==> src/rsh_pkg.sv <==
`default_nettype none

package rsh_pkg;

   // Register bus geometry.
   localparam int unsigned ADDR_W = 12;
   localparam int unsigned DATA_W = 8;

   // Register offsets.
   localparam logic [11:0] OFS_RX_MODE  = 12'h01A;
   localparam logic [11:0] OFS_SE_PD    = 12'h01B;
   localparam logic [11:0] OFS_SWITCH   = 12'h01C;
   localparam logic [11:0] OFS_DIVP_LO  = 12'h010;
   localparam logic [11:0] OFS_DIVP_HI  = 12'h011;
   localparam logic [11:0] OFS_DIVS_LO  = 12'h012;
   localparam logic [11:0] OFS_DIVS_HI  = 12'h013;
   localparam logic [11:0] OFS_STATUS   = 12'h020;
   localparam logic [11:0] OFS_PWR      = 12'h233;

   // Field positions.
   localparam int unsigned BIT_OSC_MODE_LO = 0;
   localparam int unsigned BIT_PRI_SE      = 5;
   localparam int unsigned BIT_SEC_SE      = 6;
   localparam int unsigned BIT_PRI_SE_PD   = 0;
   localparam int unsigned BIT_SEC_SE_PD   = 1;
   localparam int unsigned BIT_MODE_LO     = 0;
   localparam int unsigned BIT_MAN_SEL     = 2;
   localparam int unsigned BIT_HOLD_MID    = 6;
   localparam int unsigned BIT_INDEP_DIV   = 7;
   localparam int unsigned BIT_LOOP_PD     = 2;

   // Switchover modes held in the switch register.
   localparam logic [1:0] MODE_MAN_REG  = 2'h0;
   localparam logic [1:0] MODE_MAN_PIN  = 2'h1;
   localparam logic [1:0] MODE_AUTO_NR  = 2'h2;
   localparam logic [1:0] MODE_AUTO_REV = 2'h3;

   // Values after reset.
   localparam logic [7:0] RST_REG    = 8'h00;
   localparam logic [9:0] RST_DIV    = 10'h001;
   localparam logic [1:0] RST_SE_PD  = 2'h3;

   // Presence window in oscillator clock cycles.
   localparam logic [11:0] MON_WINDOW = 12'h800;

   typedef enum logic [1:0] {
      act_pri  = 2'b00,
      act_sec  = 2'b01,
      act_hold = 2'b10
   } rsh_act_e;

   typedef struct packed {
      rsh_act_e        act;
      logic [7:0]      reg_rx;
      logic [7:0]      reg_sepd;
      logic [7:0]      reg_sw;
      logic [7:0]      reg_pwr;
      logic [9:0]      div_pri;
      logic [9:0]      div_sec;
      logic [1:0]      ref_prev;
      logic [1:0][9:0] edge_cnt;
      logic [1:0]      tick;
      logic [11:0]     win_cnt;
      logic [1:0]      seen;
      logic [1:0]      present;
      logic            holdover;
      logic            sel_sec;
      logic            cp_tri;
      logic            cp_mid;
      logic            resync;
      logic [1:0]      diff_pd;
      logic [1:0]      se_pd;
      logic            osc_pd;
      logic [1:0]      osc_mode;
      logic [7:0]      rdata;
   } rsh_state_s;

endpackage

`default_nettype wire

==> src/rsh_ctrl.sv <==
`timescale 1ns/100ps
`default_nettype none

// What this block does
// - In the automatic modes, with only one reference present, that reference becomes active.
// - With both present, one is active and the other is held as backup.
// - In the automatic modes, when the active reference fails, switch to the backup if it is present.
// - Presence is judged on each reference after its input divider and steers switching.
// - Manual selection comes from a register bit or from the select pin.
// - Automatic modes leave the primary when it vanishes and the secondary is present.
// - Nonrevertive mode stays on secondary until the secondary vanishes.
// - Revertive mode returns to primary as soon as primary is present again.
// - With no reference present, enter holdover on the oscillator.
// - In holdover the charge pump is tristated by default.
// - Leave holdover when a reference appears (the selected one in manual modes) and pulse a resynchronise strobe.
// - A switch register bit forces the pump to mid-supply instead in holdover.
// - Each reference has its own divider, one to 1023.
// - Secondary divider uses the primary value unless independent division is set.
// - Differential receiver is off when not selected or the input loop is off.
// - Single-ended buffer is off on loop power-down, its own bit, or differential use.
// - A two-bit field sets the oscillator-input receiver mode.
// - Oscillator-input receiver is off while the loop power-down bit is one.
module rsh_ctrl #(
   parameter logic [11:0] MON_WINDOW = rsh_pkg::MON_WINDOW
) (
   input  wire logic                         core_clk,
   input  wire logic                         nrst,
   input  wire logic [rsh_pkg::ADDR_W-1:0]   reg_addr,
   input  wire logic [rsh_pkg::DATA_W-1:0]   reg_wdata,
   input  wire logic                         reg_wr,
   input  wire logic                         reg_rd,
   output logic      [rsh_pkg::DATA_W-1:0]   reg_rdata,
   input  wire logic                         primary_reference,
   input  wire logic                         secondary_reference,
   input  wire logic                         ref_select_pin,
   output logic                              active_secondary,
   output logic                              holdover,
   output logic                              input_loop_resync,
   output logic                              cp_tristate,
   output logic                              cp_midsupply,
   output logic      [1:0]                   ref_present,
   output logic      [1:0]                   ref_div_tick,
   output logic      [1:0]                   diff_rx_pd,
   output logic      [1:0]                   se_buf_pd,
   output logic                              oscillator_input_pd,
   output logic      [1:0]                   oscillator_input_mode
);

   rsh_pkg::rsh_state_s q;
   rsh_pkg::rsh_state_s nxt_q;

   logic       loop_pd;
   logic [1:0] ref_in;
   logic [1:0] mode;
   logic       want_sec;
   logic [1:0] pres;
   logic [9:0] div_eff [2];

   assign ref_in = {secondary_reference, primary_reference};

   // Clamp a zero divisor to one so the divider never stalls.
   function automatic logic [9:0] div_limit(input logic [9:0] d);
      div_limit = (d == 10'h000) ? 10'h000 : d - 10'h001;
   endfunction

   always_comb begin
      nxt_q = q;
      nxt_q.tick = 2'b00;
      nxt_q.resync = 1'b0;

      // Register writes.
      if (reg_wr) begin
         if (reg_addr == rsh_pkg::OFS_RX_MODE) begin
            nxt_q.reg_rx = reg_wdata;
         end else if (reg_addr == rsh_pkg::OFS_SE_PD) begin
            nxt_q.reg_sepd = reg_wdata;
         end else if (reg_addr == rsh_pkg::OFS_SWITCH) begin
            nxt_q.reg_sw = reg_wdata;
         end else if (reg_addr == rsh_pkg::OFS_PWR) begin
            nxt_q.reg_pwr = reg_wdata;
         end else if (reg_addr == rsh_pkg::OFS_DIVP_LO) begin
            nxt_q.div_pri[7:0] = reg_wdata;
         end else if (reg_addr == rsh_pkg::OFS_DIVP_HI) begin
            nxt_q.div_pri[9:8] = reg_wdata[1:0];
         end else if (reg_addr == rsh_pkg::OFS_DIVS_LO) begin
            nxt_q.div_sec[7:0] = reg_wdata;
         end else if (reg_addr == rsh_pkg::OFS_DIVS_HI) begin
            nxt_q.div_sec[9:8] = reg_wdata[1:0];
         end
      end

      // Register reads; unmapped addresses answer zero.
      nxt_q.rdata = 8'h00;
      if (reg_rd) begin
         if (reg_addr == rsh_pkg::OFS_RX_MODE) begin
            nxt_q.rdata = q.reg_rx;
         end else if (reg_addr == rsh_pkg::OFS_SE_PD) begin
            nxt_q.rdata = q.reg_sepd;
         end else if (reg_addr == rsh_pkg::OFS_SWITCH) begin
            nxt_q.rdata = q.reg_sw;
         end else if (reg_addr == rsh_pkg::OFS_PWR) begin
            nxt_q.rdata = q.reg_pwr;
         end else if (reg_addr == rsh_pkg::OFS_DIVP_LO) begin
            nxt_q.rdata = q.div_pri[7:0];
         end else if (reg_addr == rsh_pkg::OFS_DIVP_HI) begin
            nxt_q.rdata = {6'h00, q.div_pri[9:8]};
         end else if (reg_addr == rsh_pkg::OFS_DIVS_LO) begin
            nxt_q.rdata = q.div_sec[7:0];
         end else if (reg_addr == rsh_pkg::OFS_DIVS_HI) begin
            nxt_q.rdata = {6'h00, q.div_sec[9:8]};
         end else if (reg_addr == rsh_pkg::OFS_STATUS) begin
            nxt_q.rdata = {2'h0, q.cp_mid, q.cp_tri, q.holdover, q.sel_sec, q.present};
         end
      end

      loop_pd = q.reg_pwr[rsh_pkg::BIT_LOOP_PD];

      // Reference dividers count rising edges of the sampled inputs.
      div_eff[0] = div_limit(q.div_pri);
      div_eff[1] = q.reg_sw[rsh_pkg::BIT_INDEP_DIV] ? div_limit(q.div_sec) : div_eff[0];
      nxt_q.ref_prev = ref_in;
      for (int i = 0; i < 2; i++) begin
         if (loop_pd) begin
            nxt_q.edge_cnt[i] = 10'h000;
         end else if (ref_in[i] && !q.ref_prev[i]) begin
            if (q.edge_cnt[i] >= div_eff[i]) begin
               nxt_q.edge_cnt[i] = 10'h000;
               nxt_q.tick[i] = 1'b1;
            end else begin
               nxt_q.edge_cnt[i] = q.edge_cnt[i] + 10'h001;
            end
         end
      end

      // Presence monitor on the divided references.
      if (q.win_cnt >= MON_WINDOW - 12'h001) begin
         nxt_q.win_cnt = 12'h000;
         nxt_q.present = q.seen | q.tick;
         nxt_q.seen = 2'b00;
      end else begin
         nxt_q.win_cnt = q.win_cnt + 12'h001;
         nxt_q.seen = q.seen | q.tick;
      end

      // Switchover decision on registered presence.
      pres = q.present;
      mode = q.reg_sw[rsh_pkg::BIT_MODE_LO +: 2];
      want_sec = (mode == rsh_pkg::MODE_MAN_PIN) ? ref_select_pin : q.reg_sw[rsh_pkg::BIT_MAN_SEL];
      case (q.act)
         rsh_pkg::act_pri: begin
            if (mode == rsh_pkg::MODE_MAN_REG || mode == rsh_pkg::MODE_MAN_PIN) begin
               if (want_sec) begin
                  nxt_q.act = pres[1] ? rsh_pkg::act_sec : rsh_pkg::act_hold;
               end else if (!pres[0]) begin
                  nxt_q.act = rsh_pkg::act_hold;
               end
            end else if (!pres[0]) begin
               nxt_q.act = pres[1] ? rsh_pkg::act_sec : rsh_pkg::act_hold;
            end
         end
         rsh_pkg::act_sec: begin
            if (mode == rsh_pkg::MODE_MAN_REG || mode == rsh_pkg::MODE_MAN_PIN) begin
               if (!want_sec) begin
                  nxt_q.act = pres[0] ? rsh_pkg::act_pri : rsh_pkg::act_hold;
               end else if (!pres[1]) begin
                  nxt_q.act = rsh_pkg::act_hold;
               end
            end else if (!pres[1]) begin
               nxt_q.act = pres[0] ? rsh_pkg::act_pri : rsh_pkg::act_hold;
            end else if (mode == rsh_pkg::MODE_AUTO_REV && pres[0]) begin
               nxt_q.act = rsh_pkg::act_pri;
            end
         end
         default: begin
            if (mode == rsh_pkg::MODE_MAN_REG || mode == rsh_pkg::MODE_MAN_PIN) begin
               if (want_sec && pres[1]) begin
                  nxt_q.act = rsh_pkg::act_sec;
               end else if (!want_sec && pres[0]) begin
                  nxt_q.act = rsh_pkg::act_pri;
               end
            end else if (pres[0]) begin
               nxt_q.act = rsh_pkg::act_pri;
            end else if (pres[1]) begin
               nxt_q.act = rsh_pkg::act_sec;
            end
         end
      endcase

      // Outputs are registered copies of the next state, so the select never glitches.
      nxt_q.holdover = (nxt_q.act == rsh_pkg::act_hold);
      nxt_q.sel_sec = (nxt_q.act == rsh_pkg::act_sec);
      nxt_q.resync = q.holdover && !nxt_q.holdover;
      nxt_q.cp_mid = nxt_q.holdover && nxt_q.reg_sw[rsh_pkg::BIT_HOLD_MID];
      nxt_q.cp_tri = nxt_q.holdover && !nxt_q.reg_sw[rsh_pkg::BIT_HOLD_MID];

      // Receiver power control follows the configuration the same cycle it lands.
      for (int i = 0; i < 2; i++) begin
         nxt_q.diff_pd[i] = nxt_q.reg_pwr[rsh_pkg::BIT_LOOP_PD]
                            || nxt_q.reg_rx[rsh_pkg::BIT_PRI_SE + i];
         nxt_q.se_pd[i] = nxt_q.reg_pwr[rsh_pkg::BIT_LOOP_PD]
                          || nxt_q.reg_sepd[rsh_pkg::BIT_PRI_SE_PD + i]
                          || !nxt_q.reg_rx[rsh_pkg::BIT_PRI_SE + i];
      end
      nxt_q.osc_pd = nxt_q.reg_pwr[rsh_pkg::BIT_LOOP_PD];
      nxt_q.osc_mode = nxt_q.reg_rx[rsh_pkg::BIT_OSC_MODE_LO +: 2];
   end

   // Start in holdover: nothing is known to be present until a window has closed.
   always_ff @(posedge core_clk or negedge nrst) begin
      if (!nrst) begin
         q <= '0;
         q.act <= rsh_pkg::act_hold;
         q.holdover <= 1'b1;
         q.cp_tri <= 1'b1;
         q.reg_rx <= rsh_pkg::RST_REG;
         q.div_pri <= rsh_pkg::RST_DIV;
         q.div_sec <= rsh_pkg::RST_DIV;
         q.se_pd <= rsh_pkg::RST_SE_PD;
      end else begin
         q <= nxt_q;
      end
   end

   assign reg_rdata             = q.rdata;
   assign active_secondary      = q.sel_sec;
   assign holdover              = q.holdover;
   assign input_loop_resync     = q.resync;
   assign cp_tristate           = q.cp_tri;
   assign cp_midsupply          = q.cp_mid;
   assign ref_present           = q.present;
   assign ref_div_tick          = q.tick;
   assign diff_rx_pd            = q.diff_pd;
   assign se_buf_pd             = q.se_pd;
   assign oscillator_input_pd   = q.osc_pd;
   assign oscillator_input_mode = q.osc_mode;

   logic auto_mode;
   assign auto_mode = q.reg_sw[1];
endmodule

`default_nettype wire

==> config.mk <==
export PLATFORM = sky130hd
export DESIGN_NAME = rsh_ctrl
export DESIGN_NICKNAME = d
export VERILOG_FILES = /design/src/rsh_pkg.sv /design/src/rsh_ctrl.sv
export SDC_FILE = /design/constraint.sdc
export NUM_CORES = 1
export LEC_CHECK = 0
export BUFFER_PORTS_ARGS = -buffer_cell sky130_fd_sc_hd__buf_2
export CELL_PAD_IN_SITES_DETAIL_PLACEMENT = 1
export CELL_PAD_IN_SITES_GLOBAL_PLACEMENT = 1
export CORE_UTILIZATION = 35
export CTS_CLUSTER_DIAMETER = 60
export DETAILED_ROUTE_END_ITERATION = 10
export PLACE_DENSITY_LB_ADDON = 0.1
export SETUP_SLACK_MARGIN = 0.4
export SLEW_MARGIN = 30
export SYNTH_ARGS = -nofsm -noshare
export SYNTH_HDL_FRONTEND = slang
export SYNTH_SLANG_ARGS = --single-unit
==> constraint.sdc <==
create_clock -name core_clk -period 3.3 [get_ports core_clk]
set_input_delay 0 -clock core_clk [delete_from_list [all_inputs] [get_ports core_clk]]
set_output_delay 0 -clock core_clk [all_outputs]
set_load 0.03 [all_outputs]
==> flow_metrics.tcl, run 1 <==
set metrics [dict create \
    power_density_over_the_cells_nw_per_um2 396 \
    first_iter_violations 225 \
    internal-power_mw 2.12 \
    floorplan.rows 48 \
    vias 4950 \
    hold_slack_ps 12.9 \
    synth_enable_flop_cells 0 \
    grt_setup_unrepaired "yes" \
    synth.cells.most_frequent "104 x sky130_fd_sc_hd__dfrtp_1, 50 x sky130_fd_sc_hd__mux2_2, 42 x sky130_fd_sc_hd__nand2_1, 41 x sky130_fd_sc_hd__nor2_1, 35 x sky130_fd_sc_hd__o21ai_0" \
    synth_cell_type_count 70 \
    route.antenna.remaining_nets 0 \
    switching_share_pct 29.9 \
    clk_latency_worst_skew_pair_ps 360 \
    hold_path_depth 3 \
    synthesis.nets 639 \
    cts_buffers 9 \
    fin_util_pct 44.2 \
    syn_to_final_growth_pct 23.6 \
    hold_path.class "input port to flip-flop" \
    cpMaxStageDelayCell "sky130_fd_sc_hd__or4_4" \
    peakVddDrop_uv 314 \
    timing.hold.worst_endpoint "auto_mode" \
    yosys_most_used_dff "sky130_fd_sc_hd__dfrtp_1" \
    synth_sequential_area_ratio_pct 45.0 \
    numClockSinks 111 \
    multi_input_area_um2 3480 \
    critical_path.startpoint_type "flip-flop" \
    sequential_cell_area_um2 2790 \
    critical_path.reg2reg.startpoint "q[61]" \
    detail_route.wl_per_cell_um 20.1 \
    grt_max_degree 62 \
    drc 0 \
    worstPathBufferInverterCount 1 \
    min_from "reg_wdata[1]" \
    yosys_register_bits 111 \
    count_of_final_setup_violators 10 \
    grt_pass1_wl_um 29900 \
    die-width_um 135 \
    timing_worst_slew_pin_value_ps 846 \
    cp_num_cells 14 \
    fin_ws_ps -186 \
    max_clock_freq_mhz 287 \
    synth_area_um2 6190 \
    placement.setup.worst_slack_ps -309 \
    async_reset_ff_share_pct 100 \
    fp.dieArea_um2 18200 \
    power.share.combinational_pct 14.6 \
    die_height_um 135 \
    final.period_utilization_pct 106 \
    regToRegSetupSlack_ps -190 \
    grt.overflow.total 0 \
    violated_checks "setup timing" \
    layout_min_cycle_time_ps 3490 \
    routed_via_density 5.45 \
    antenna-diode-count 0 \
    total_switching_power_uw 907 \
    grt_usage_pct 21.5 \
    post_layout_nonfiller_instances 909 \
    cp_top_family "simple AND/OR/NAND/NOR gates" \
    clock_power_share_pct 38.6 \
    finalHoldViolCount 0 \
    post_route_cells_drive_above_1_share_pct 35.8 \
    maxCapViolCount 0 \
    synth.yosys.warnings 0 \
    first_global_vias 5256 \
    timing.reg2reg.worst_path_depth 14 \
    clock_skew_ps 8.92 \
    boundaryPins 51 \
    end_of_the_worst_register_to_register_path "q[50]" \
    dp_hpwl_um 13800 \
    core-area_um2 17300 \
    cts_htree_levels 3 \
    power_mw 3.03 \
    timing.setup.critical_path_class "flip-flop to flip-flop" \
    filler_cell_count 1922 \
    crit_path_cell_trace "inv_2, ha_4, nand2_2, or3_4, or3_4, mux2i_1, mux2_4, ha_4, or4_4, a221o_1, a41o_1, a21o_4, o21bai_1, a21o_1" \
    dp_cell_count 879 \
    crit_fanout 8 \
    grt_antenna_before_repair 1 \
    sequentialPowerShare_pct 46.8 \
    kind_of_capture_point_of_the_worst_setup_path "flip-flop" \
    post-synth-top-area-cell "sky130_fd_sc_hd__dfrtp_1" \
    cts_buffer_depth 2 \
    port-buffer-count 50 \
    status "finished with violations" \
    avgSynthCellArea_um2 10.5 \
    cts_tree "yes" \
    postSynthCellCount 587 \
    leakage_nw 3.53 \
    synth_area_leaders "sky130_fd_sc_hd__dfrtp_1 42%, sky130_fd_sc_hd__mux2_2 9.1%, sky130_fd_sc_hd__ha_1 5.1%" \
    clk_pin_slew_worst_paths_ps 90 \
    timing.critical_path.required_ps 3610 \
    routed_wirelength_um 18300 \
    tightest_slew_margin_relative_to_the_limit_pct 43.6 \
    layout.nets 731 \
    final-max-slew-violation-count 0 \
    synthDominantCellAreaShare_pct 42.1 \
    synthMostInstantiatedCell "sky130_fd_sc_hd__dfrtp_1" \
    worst_path_largest_cell_delay_ps 460 \
    start_util_pct 35.8 \
    detailedRoute.firstPassIterationCount 4 \
    gp_congestion 0.882 \
    worst_ep_arrival_time_ps 3800 \
    clockRootBuffer "sky130_fd_sc_hd__clkbuf_16" \
]
==> cells by family (layout without fill, tap and decap cells) <==
kind of cell	count (synthesis)	after routing	share of synthesized area [%]
AOI/OAI and AO/OA	135	135	15.0
and+or+nand+nor	193	194	17.5
xor gates and xnor gates	22	22	3.11
muxes	57	57	10.3
buffers and inverters	44	140	3.98
DFF	111	111	45.0
adders and majority gates	25	25	5.05
==> sequential cells by signal (all words and copies together) (netlist names), 2 cells and up <==
name / cells
q: 86
diff_rx_pd: 2
ref_div_tick: 2
ref_present: 2
se_buf_pd: 2
reg_rdata: 8
==> worst register-to-register path: stages, from the launching register on <==
cell and delay [ps]:
sky130_fd_sc_hd__dfrtp_1 390, sky130_fd_sc_hd__inv_2 70, sky130_fd_sc_hd__ha_4 130, sky130_fd_sc_hd__nand2_2 50, sky130_fd_sc_hd__or3_4 320, sky130_fd_sc_hd__or3_4 340
sky130_fd_sc_hd__mux2i_1 130, sky130_fd_sc_hd__mux2_4 290, sky130_fd_sc_hd__ha_4 160, sky130_fd_sc_hd__or4_4 460, sky130_fd_sc_hd__a221o_1 270, sky130_fd_sc_hd__a41o_1 260
sky130_fd_sc_hd__a21o_4 270, sky130_fd_sc_hd__o21bai_1 170, sky130_fd_sc_hd__a21o_1 120
==> layout make-up <==
| class | count | area share [%] |
|---|---|---|
| clock buffers | 9 | 2.94 |
| clock inverters | 7 | 1.23 |
| inverters | 18 | 0.883 |
| multi-input cells | 433 | 45.6 |
| flip-flops and latches | 111 | 36.4 |
| well taps | 225 | 3.68 |
| repair buffers | 106 | 9.28 |
==> layer usage <==
layer / global-route usage, % / vias up / part of all wire, %
li1: - / 2319 / -
met1: 31.5 / 2547 / 50
met2: 32.9 / 67 / 45
met3: 3.68 / 15 / 3.0
met4: 5.06 / 2 / 1.3
met5: 0 / - / 0.071
==> stage by stage <==
step | instance area, um^2 | setup TNS, ps
5_1_grt | 7650 | -3100
4_1_cts | 7550 | -1780
6_report | 7650 | -1490
2_1_floorplan | 6300 | -824
3_3_place_gp | 6990 | -1210
3_5_place_dp | 6990 | -2170
==> layout by cell type (no fill, tap or decap), types with 15 or more instances in the layout <==
master,netlist,final
sky130_fd_sc_hd__mux2_2,50,49
sky130_fd_sc_hd__a21oi_1,25,16
sky130_fd_sc_hd__nor2_1,41,40
sky130_fd_sc_hd__inv_1,18,17
sky130_fd_sc_hd__buf_4,19,47
sky130_fd_sc_hd__ha_1,25,20
sky130_fd_sc_hd__o21ai_0,35,26
sky130_fd_sc_hd__dfrtp_1,104,104
sky130_fd_sc_hd__buf_2,2,49
sky130_fd_sc_hd__nand3_1,21,20
sky130_fd_sc_hd__nand2_1,42,35
sky130_fd_sc_hd__nor3_1,17,15
==> power groups by stage <==
stage | sequential [mW] | combinational, mW | clock, mW
5_1_grt | 1.43 | 0.491 | 1.25
4_1_cts | 1.42 | 0.421 | 1.20
3_5_place_dp | 1.44 | 0.345 | 0
3_3_place_gp | 1.44 | 0.334 | 0
6_report | 1.42 | 0.442 | 1.17
2_1_floorplan | 1.44 | 0.214 | 0
==> what timing repair did <==
item,4_1_cts,5_1_grt
setup endpoints to repair,22,22
setup buffers,4,1
pin swaps,20,16
resized for setup,26,21
hold buffers,8,0
hold endpoints to repair,70,0
gates cloned,1,0
==> how the worst max path moves through the flow <==
| stage | endpoint | slack [ps] | from |
|---|---|---|---|
| finish | q[50] | -190 | q[61] |
| global placement | q[50] | -170 | q[61] |
| floorplan | q[50] | -120 | q[61] |
| detailed placement | q[55] | -310 | q[61] |
| CTS | q[51] | -220 | q[61] |
| global route | q[50] | -330 | q[74] |
No activity file was read; power rests on OpenSTA's default activity.
==> run 2: changes to the inputs <==
--- a/config.mk
+++ b/config.mk
@@ -5,6 +5,7 @@
 export SDC_FILE = /design/constraint.sdc
 export NUM_CORES = 1
 export LEC_CHECK = 0
+export ABC_AREA = 1
 export BUFFER_PORTS_ARGS = -buffer_cell sky130_fd_sc_hd__buf_2
 export CELL_PAD_IN_SITES_DETAIL_PLACEMENT = 1
 export CELL_PAD_IN_SITES_GLOBAL_PLACEMENT = 1
==> run 2 against run 1 <==
Net effect: the run now ends clean; power decreased by 9.3%; utilization down 1.4 points; sequential share of layout area up 0.76 points; count of clock-buffer cells in the layout unchanged; register-to-register slack improved by 570 ps; synthesized cell count rose by 31%; area after synthesis grew 3.0%; via count grew 9.5%; sequential power fell by 4%; critical path depth up 2; global-route usage is 0.38 points lower; die area grew 3.0%; critical endpoint unchanged; highest routed layer is now met4.
==> flow_metrics.tcl, run 2 <==
set metrics [dict create \
    main_combinational_cell_family_by_area_after_synthesis "simple AND/OR/NAND/NOR gates" \
    clockRootBuffer "sky130_fd_sc_hd__clkbuf_16" \
    grt_max_degree 51 \
    start_util_pct 36.4 \
    grt.overflow.total 0 \
    met3_usage_pct 3.33 \
    timing.hold.worst_endpoint "q[74]" \
    hold_path.class "input port to flip-flop" \
    numClockSinks 111 \
    hold_path_depth 3 \
    grt_usage_pct 21.1 \
    detail_route.wl_per_cell_um 17.9 \
    clock_skew_ps 11.4 \
    clk_pin_slew_worst_paths_ps 80 \
    finalSetupTns_ps 0 \
    yosys_register_bits 111 \
    synth_simple_gate_area_share_pct 23.6 \
    port-buffer-count 50 \
    synth_cell_type_count 46 \
    timing.reg2reg.worst_path_depth 16 \
    layout_min_cycle_time_ps 2920 \
    die_height_um 137 \
    placed_area_um2 6720 \
    synth_area_leaders "sky130_fd_sc_hd__dfrtp_1 41%, sky130_fd_sc_hd__nand2_1 8.4%, sky130_fd_sc_hd__inv_1 5.9%" \
    count_of_final_setup_violators 0 \
    status "completed" \
    power_density_over_the_cells_nw_per_um2 366 \
    peakVddDrop_uv 239 \
    synthMostInstantiatedCell "sky130_fd_sc_hd__nand2_1" \
    post_route_cells_drive_above_1_share_pct 25.2 \
    routed_wirelength_um 18900 \
    filler_cell_count 2110 \
    postLayoutCellArea_um2 7510 \
    antenna-diode-count 0 \
    min_from "reg_wdata[4]" \
    kind_of_capture_point_of_the_worst_setup_path "flip-flop" \
    synth_compound_area_share_pct 14.3 \
    synth_sequential_area_ratio_pct 43.7 \
    grt_setup_unrepaired "yes" \
    final-max-slew-violation-count 0 \
    sequential_cell_area_um2 2790 \
    timing.setup.critical_path_class "flip-flop to flip-flop" \
    route.antenna.remaining_nets 0 \
    clk_latency_worst_skew_pair_ps 370 \
    synth_area_um2 6380 \
    async_reset_ff_share_pct 100 \
    leakage_nw 3.60 \
    synth.cells.most_frequent "142 x sky130_fd_sc_hd__nand2_1, 104 x sky130_fd_sc_hd__dfrtp_1, 101 x sky130_fd_sc_hd__inv_1, 73 x sky130_fd_sc_hd__nor2_1, 59 x sky130_fd_sc_hd__o21ai_0" \
    maxCapViolCount 0 \
    worst_ep_arrival_time_ps 3210 \
    detailedRoute.firstPassIterationCount 6 \
    boundaryPins 51 \
    layout.nets 874 \
    final.period_utilization_pct 88.4 \
    avgSynthCellArea_um2 8.27 \
    met2_usage_pct 36.7 \
    floorplan.rows 48 \
    cts_htree_levels 3 \
    cts_tree "yes" \
    gp_congestion 0.829 \
    tightest_slew_margin_relative_to_the_limit_pct 48.0 \
    routed_via_density 5.15 \
    synth.area.mux_share_pct 0 \
    post-synth-top-area-cell "sky130_fd_sc_hd__dfrtp_1" \
    grt_antenna_before_repair 0 \
    largest_register_ff_count 86 \
    grt.busiest_layer "met2" \
    cts_buffer_depth 2 \
    grt_pass1_wl_um 30200 \
    synthesis.nets 823 \
    fp.dieArea_um2 18800 \
    critical_path.reg2reg.startpoint "q[71]" \
    syn_to_final_growth_pct 17.8 \
    grt_use_met1_pct 26.4 \
    core-area_um2 17500 \
    mostFrequentLayoutCells "133 x sky130_fd_sc_hd__nand2_1, 98 x sky130_fd_sc_hd__dfrtp_1, 95 x sky130_fd_sc_hd__inv_1" \
    synthAdderAreaFrac_pct 4.91 \
    crit_fanout 5 \
    finalHoldViolCount 0 \
    timing.critical_path.required_ps 3590 \
    synth_enable_flop_cells 0 \
    dp_hpwl_um 13900 \
    vias 5422 \
    top_register "q" \
    drc 0 \
    max_clock_freq_mhz 343 \
    first_global_vias 5749 \
    yosys_most_used_dff "sky130_fd_sc_hd__dfrtp_1" \
    multi_input_area_um2 3320 \
    postSynthCellCount 771 \
    die-width_um 137 \
    cts_buffers 9 \
    synth.yosys.warnings 0 \
    end_of_the_worst_register_to_register_path "q[50]" \
    first_iter_violations 187 \
    regToRegSetupSlack_ps 380 \
    synth_xor_area_share_pct 3.71 \
    synthDominantCellAreaShare_pct 40.8 \
    critical_path.startpoint_type "flip-flop" \
    layout_commonest_cell "sky130_fd_sc_hd__nand2_1" \
    timing_worst_slew_pin_value_ps 780 \
]
[run 2: final cells by class]
cell class,instances,area share (%)
Multi-Input combinational cell,526,44.2
Clock inverter,7,1.05
Tap cell,225,3.75
Timing Repair Buffer,68,5.38
Inverter,106,5.40
Clock buffer,9,3.00
Sequential cell,111,37.2
[run 2: per-stage QoR]
stage / std cells / worst slack (ps) / util, % / hold WS (ps) / power, mW
floorplan: 771 / 567 / - / -296 / 1.49
global placement: 1021 / 238 / 38.3 / 70.6 / 1.58
detailed placement: 1021 / 42.8 / 38.3 / 86.0 / 1.58
CTS: 1044 / 403 / 40.8 / 23.0 / 2.76
global route: 1052 / 236 / 42.8 / 41.5 / 2.85
finish: 1052 / 383 / 42.8 / 25.0 / 2.75
[run 2: kinds of logic after synthesis]
family,after synthesis
buf+inv,135
flops,111
fa+ha+maj,25
xor+xnor,27
compound gates,158
simple gates,315
[run 2: worst max-delay path: stages (launching register included)]
cell and delay (ps):
sky130_fd_sc_hd__dfrtp_1 430, sky130_fd_sc_hd__inv_2 90, sky130_fd_sc_hd__ha_4 150, sky130_fd_sc_hd__nand2_4 60, sky130_fd_sc_hd__or4_4 580, sky130_fd_sc_hd__nand3b_4 120, sky130_fd_sc_hd__nor2_1 60, sky130_fd_sc_hd__a21oi_4 190
sky130_fd_sc_hd__ha_4 230, sky130_fd_sc_hd__a21oi_2 160, sky130_fd_sc_hd__o21ai_1 80, sky130_fd_sc_hd__nand2_1 90, sky130_fd_sc_hd__nand3_2 110, sky130_fd_sc_hd__a21oi_4 190, sky130_fd_sc_hd__buf_6 130, sky130_fd_sc_hd__nand3_1 60
sky130_fd_sc_hd__o21ai_1 140
[run 2: worst max path at each step]
stage,endpoint,start,cells past startpoint,slack [ps]
finish,q[50],q[71],16,380
global route,q[50],q[61],17,240
CTS,q[50],q[70],16,400
global placement,q[57],q[70],15,240
floorplan,q[57],q[70],16,570
detailed placement,q[54],q[71],15,40
[run 2: report_power, final]
group / switching (mW) / internal, mW / total [mW]
sequential: 0.00404 / 1.36 / 1.37
clock: 0.594 / 0.550 / 1.14
combinational: 0.158 / 0.0783 / 0.236
total: 0.756 / 1.99 / 2.75
[run 2: timing repair]
item | in CTS | in global routing
setup endpoints to repair | 19 | 21
endpoints found under the hold margin | 55 | 0
buffers inserted | 1 | 8
cloned | 1 | 0
hold buffers | 5 | 0
pin swaps | 2 | 20
gates resized for setup | 23 | 71
[run 2: per-layer routing]
metal	share of wire, %	up-vias
li1	-	2611
met1	44	2704
met2	51	83
met3	2.6	24
met4	2.0	0
met5	0	-
==> run 3: changes to the inputs <==
--- a/config.mk
+++ b/config.mk
@@ -6,12 +6,12 @@
 export NUM_CORES = 1
 export LEC_CHECK = 0
 export ABC_AREA = 1
-export BUFFER_PORTS_ARGS = -buffer_cell sky130_fd_sc_hd__buf_2
 export CELL_PAD_IN_SITES_DETAIL_PLACEMENT = 1
 export CELL_PAD_IN_SITES_GLOBAL_PLACEMENT = 1
 export CORE_UTILIZATION = 35
 export CTS_CLUSTER_DIAMETER = 60
 export DETAILED_ROUTE_END_ITERATION = 10
+export DONT_BUFFER_PORTS = 1
 export PLACE_DENSITY_LB_ADDON = 0.1
 export SETUP_SLACK_MARGIN = 0.4
 export SLEW_MARGIN = 30
==> run 3 against run 2 <==
Net effect: cell count shrank 3.3%; count of clock-buffer cells in the layout is the same; sequential power is essentially flat; via count shrank 3.4%; register-to-register slack gained 110 ps; largest power group unchanged; largest cell class unchanged.
==> flow_metrics.tcl, run 3 (synthesized netlist as in run 2, its figures left out) <==
set metrics [dict create \
    kind_of_capture_point_of_the_worst_setup_path "flip-flop" \
    port-buffer-count 0 \
    internal-power_mw 1.98 \
    boundaryPins 51 \
    cts_htree_levels 3 \
    multi_input_area_um2 3280 \
    power_mw 2.69 \
    numClockSinks 111 \
    die_height_um 137 \
    final-max-slew-violation-count 0 \
    first_global_vias 5531 \
    filler_cell_count 2102 \
    dp_hpwl_um 13700 \
    layout_commonest_cell "sky130_fd_sc_hd__nand2_1" \
    finalSetupTns_ps 0 \
    grt_antenna_before_repair 0 \
    fp.dieArea_um2 18800 \
    mostFrequentLayoutCells "132 x sky130_fd_sc_hd__nand2_1, 99 x sky130_fd_sc_hd__dfrtp_1, 93 x sky130_fd_sc_hd__inv_1" \
    start_util_pct 36.4 \
    tightest_slew_margin_relative_to_the_limit_pct 48.6 \
    grt_usage_pct 20.9 \
    syn_to_final_growth_pct 15.5 \
    maxCapViolCount 0 \
    finalHoldViolCount 0 \
    fin_util_pct 42.0 \
    layout_min_cycle_time_ps 2810 \
    post_route_cells_drive_above_1_share_pct 20.2 \
    cpMaxStageDelayCell "sky130_fd_sc_hd__or4_4" \
    sequential_cell_area_um2 2790 \
    switching_share_pct 26.4 \
    routed_via_density 5.15 \
    largest_register_ff_count 86 \
    total_switching_power_uw 709 \
    clock_power_share_pct 41.0 \
    clock_skew_ps 9.45 \
    clk_latency_worst_skew_pair_ps 360 \
    sequentialPowerShare_pct 50.9 \
    count_of_final_setup_violators 0 \
    detailedRoute.firstPassIterationCount 4 \
    grt.overflow.total 0 \
    hold_path.class "input port to flip-flop" \
    grt_max_degree 112 \
    grt_pass1_wl_um 29500 \
    timing.setup.critical_path_class "flip-flop to flip-flop" \
    power_density_over_the_cells_nw_per_um2 365 \
    antenna-diode-count 0 \
    detail_route.wl_per_cell_um 18.2 \
    status "completed" \
    worst_path_largest_cell_delay_ps 520 \
    placed_area_um2 6450 \
    routed_wirelength_um 18500 \
    worst_ep_arrival_time_ps 3110 \
    cts_tree "yes" \
    timing_worst_slew_pin_value_ps 771 \
    grt_setup_unrepaired "yes" \
    gp_congestion 0.813 \
    route.antenna.remaining_nets 0 \
    peakVddDrop_uv 243 \
    cts_buffer_depth 2 \
    max_clock_freq_mhz 356 \
    clk_pin_slew_worst_paths_ps 80 \
    die-width_um 137 \
    critical_path.startpoint_type "flip-flop" \
    top_register "q" \
    layout.nets 839 \
    vias 5240 \
    timing.critical_path.required_ps 3590 \
    core-area_um2 17500 \
    power.share.combinational_pct 8.1 \
    postLayoutCellArea_um2 7370 \
    clockRootBuffer "sky130_fd_sc_hd__clkbuf_16" \
    crit_fanout 5 \
    leakage_nw 3.42 \
    drc 0 \
    floorplan.rows 48 \
    crit_path_cell_trace "inv_2, nand3_1, or4_4, nand3b_4, nor2_1, a21oi_2, ha_1, a21oi_1, o21ai_1, nand2_1, nand3_2, a21oi_2, buf_4, nand3_2, o21ai_2" \
    cts_buffers 9 \
    final.period_utilization_pct 85.2 \
    first_iter_violations 164 \
]
-- run 3: critical path: cells and delay by family (launching register included) --
family	cells	cell delay [ps]
AO/OA/AOI/OAI	5	670
adder cells (fa/ha/maj)	1	260
buffers and inverters	2	290
AND/OR/NAND/NOR	7	1070
flip-flops	1	450
-- run 3: area by class of cell --
type | instances | share of cell area (%)
multi-input combinational | 526 | 44.5
sequential | 111 | 37.9
inverter | 106 | 5.50
timing repair buffer | 33 | 4.14
tap | 225 | 3.82
clock buffer | 9 | 3.06
clock inverter | 7 | 1.02
-- run 3: per-layer routing --
metal	global-route usage [%]	up-vias	part of all wire, %	wire [um]
li1	-	2540	-	-
met1	26.2	2615	43	7980
met2	36.4	62	53	9700
met3	3.30	23	2.4	447
met4	6.65	0	1.8	340
met5	0	-	0	0
-- run 3: timing repair --
| item | in CTS | in global routing |
|---|---|---|
| gates cloned | 0 | 1 |
| endpoints found under the setup margin | 20 | 22 |
| pin swaps | 3 | 19 |
| hold buffers | 16 | 0 |
| buffers inserted | 3 | 13 |
| gates resized for setup | 15 | 72 |
| endpoints found under the hold margin | 155 | 0 |
-- run 3: per-stage QoR --
stage               instances  setup slack, ps  hold WS [ps]
finish                   1017              490          1.97
global route             1017              299          25.8
CTS                      1003              408          3.84
detailed placement        968             67.4          -288
global placement          968              227          -289
floorplan                 771              567          -296
-- run 3: power groups by stage --
stage,Sequential (mW),Clock [mW],Combinational (mW)
2_1_floorplan,1.39,0,0.0993
3_3_place_gp,1.40,0,0.127
3_5_place_dp,1.40,0,0.132
4_1_cts,1.37,1.14,0.190
5_1_grt,1.37,1.19,0.246
6_report,1.37,1.10,0.218
-- run 3: path summary, 6_finish.rpt --
check                             start    end  slack (ps)  cells past startpoint
max                               q[74]  q[50]         490                     15
min                        reg_wdata[1]  q[61]           2                      2
max reg2reg                       q[74]  q[50]         490                     15
min reg2reg                       q[24]  q[24]         490                      1
max in group asynchronous          nrst  q[75]        2550                      2
min in group asynchronous          nrst  q[40]         260                      2
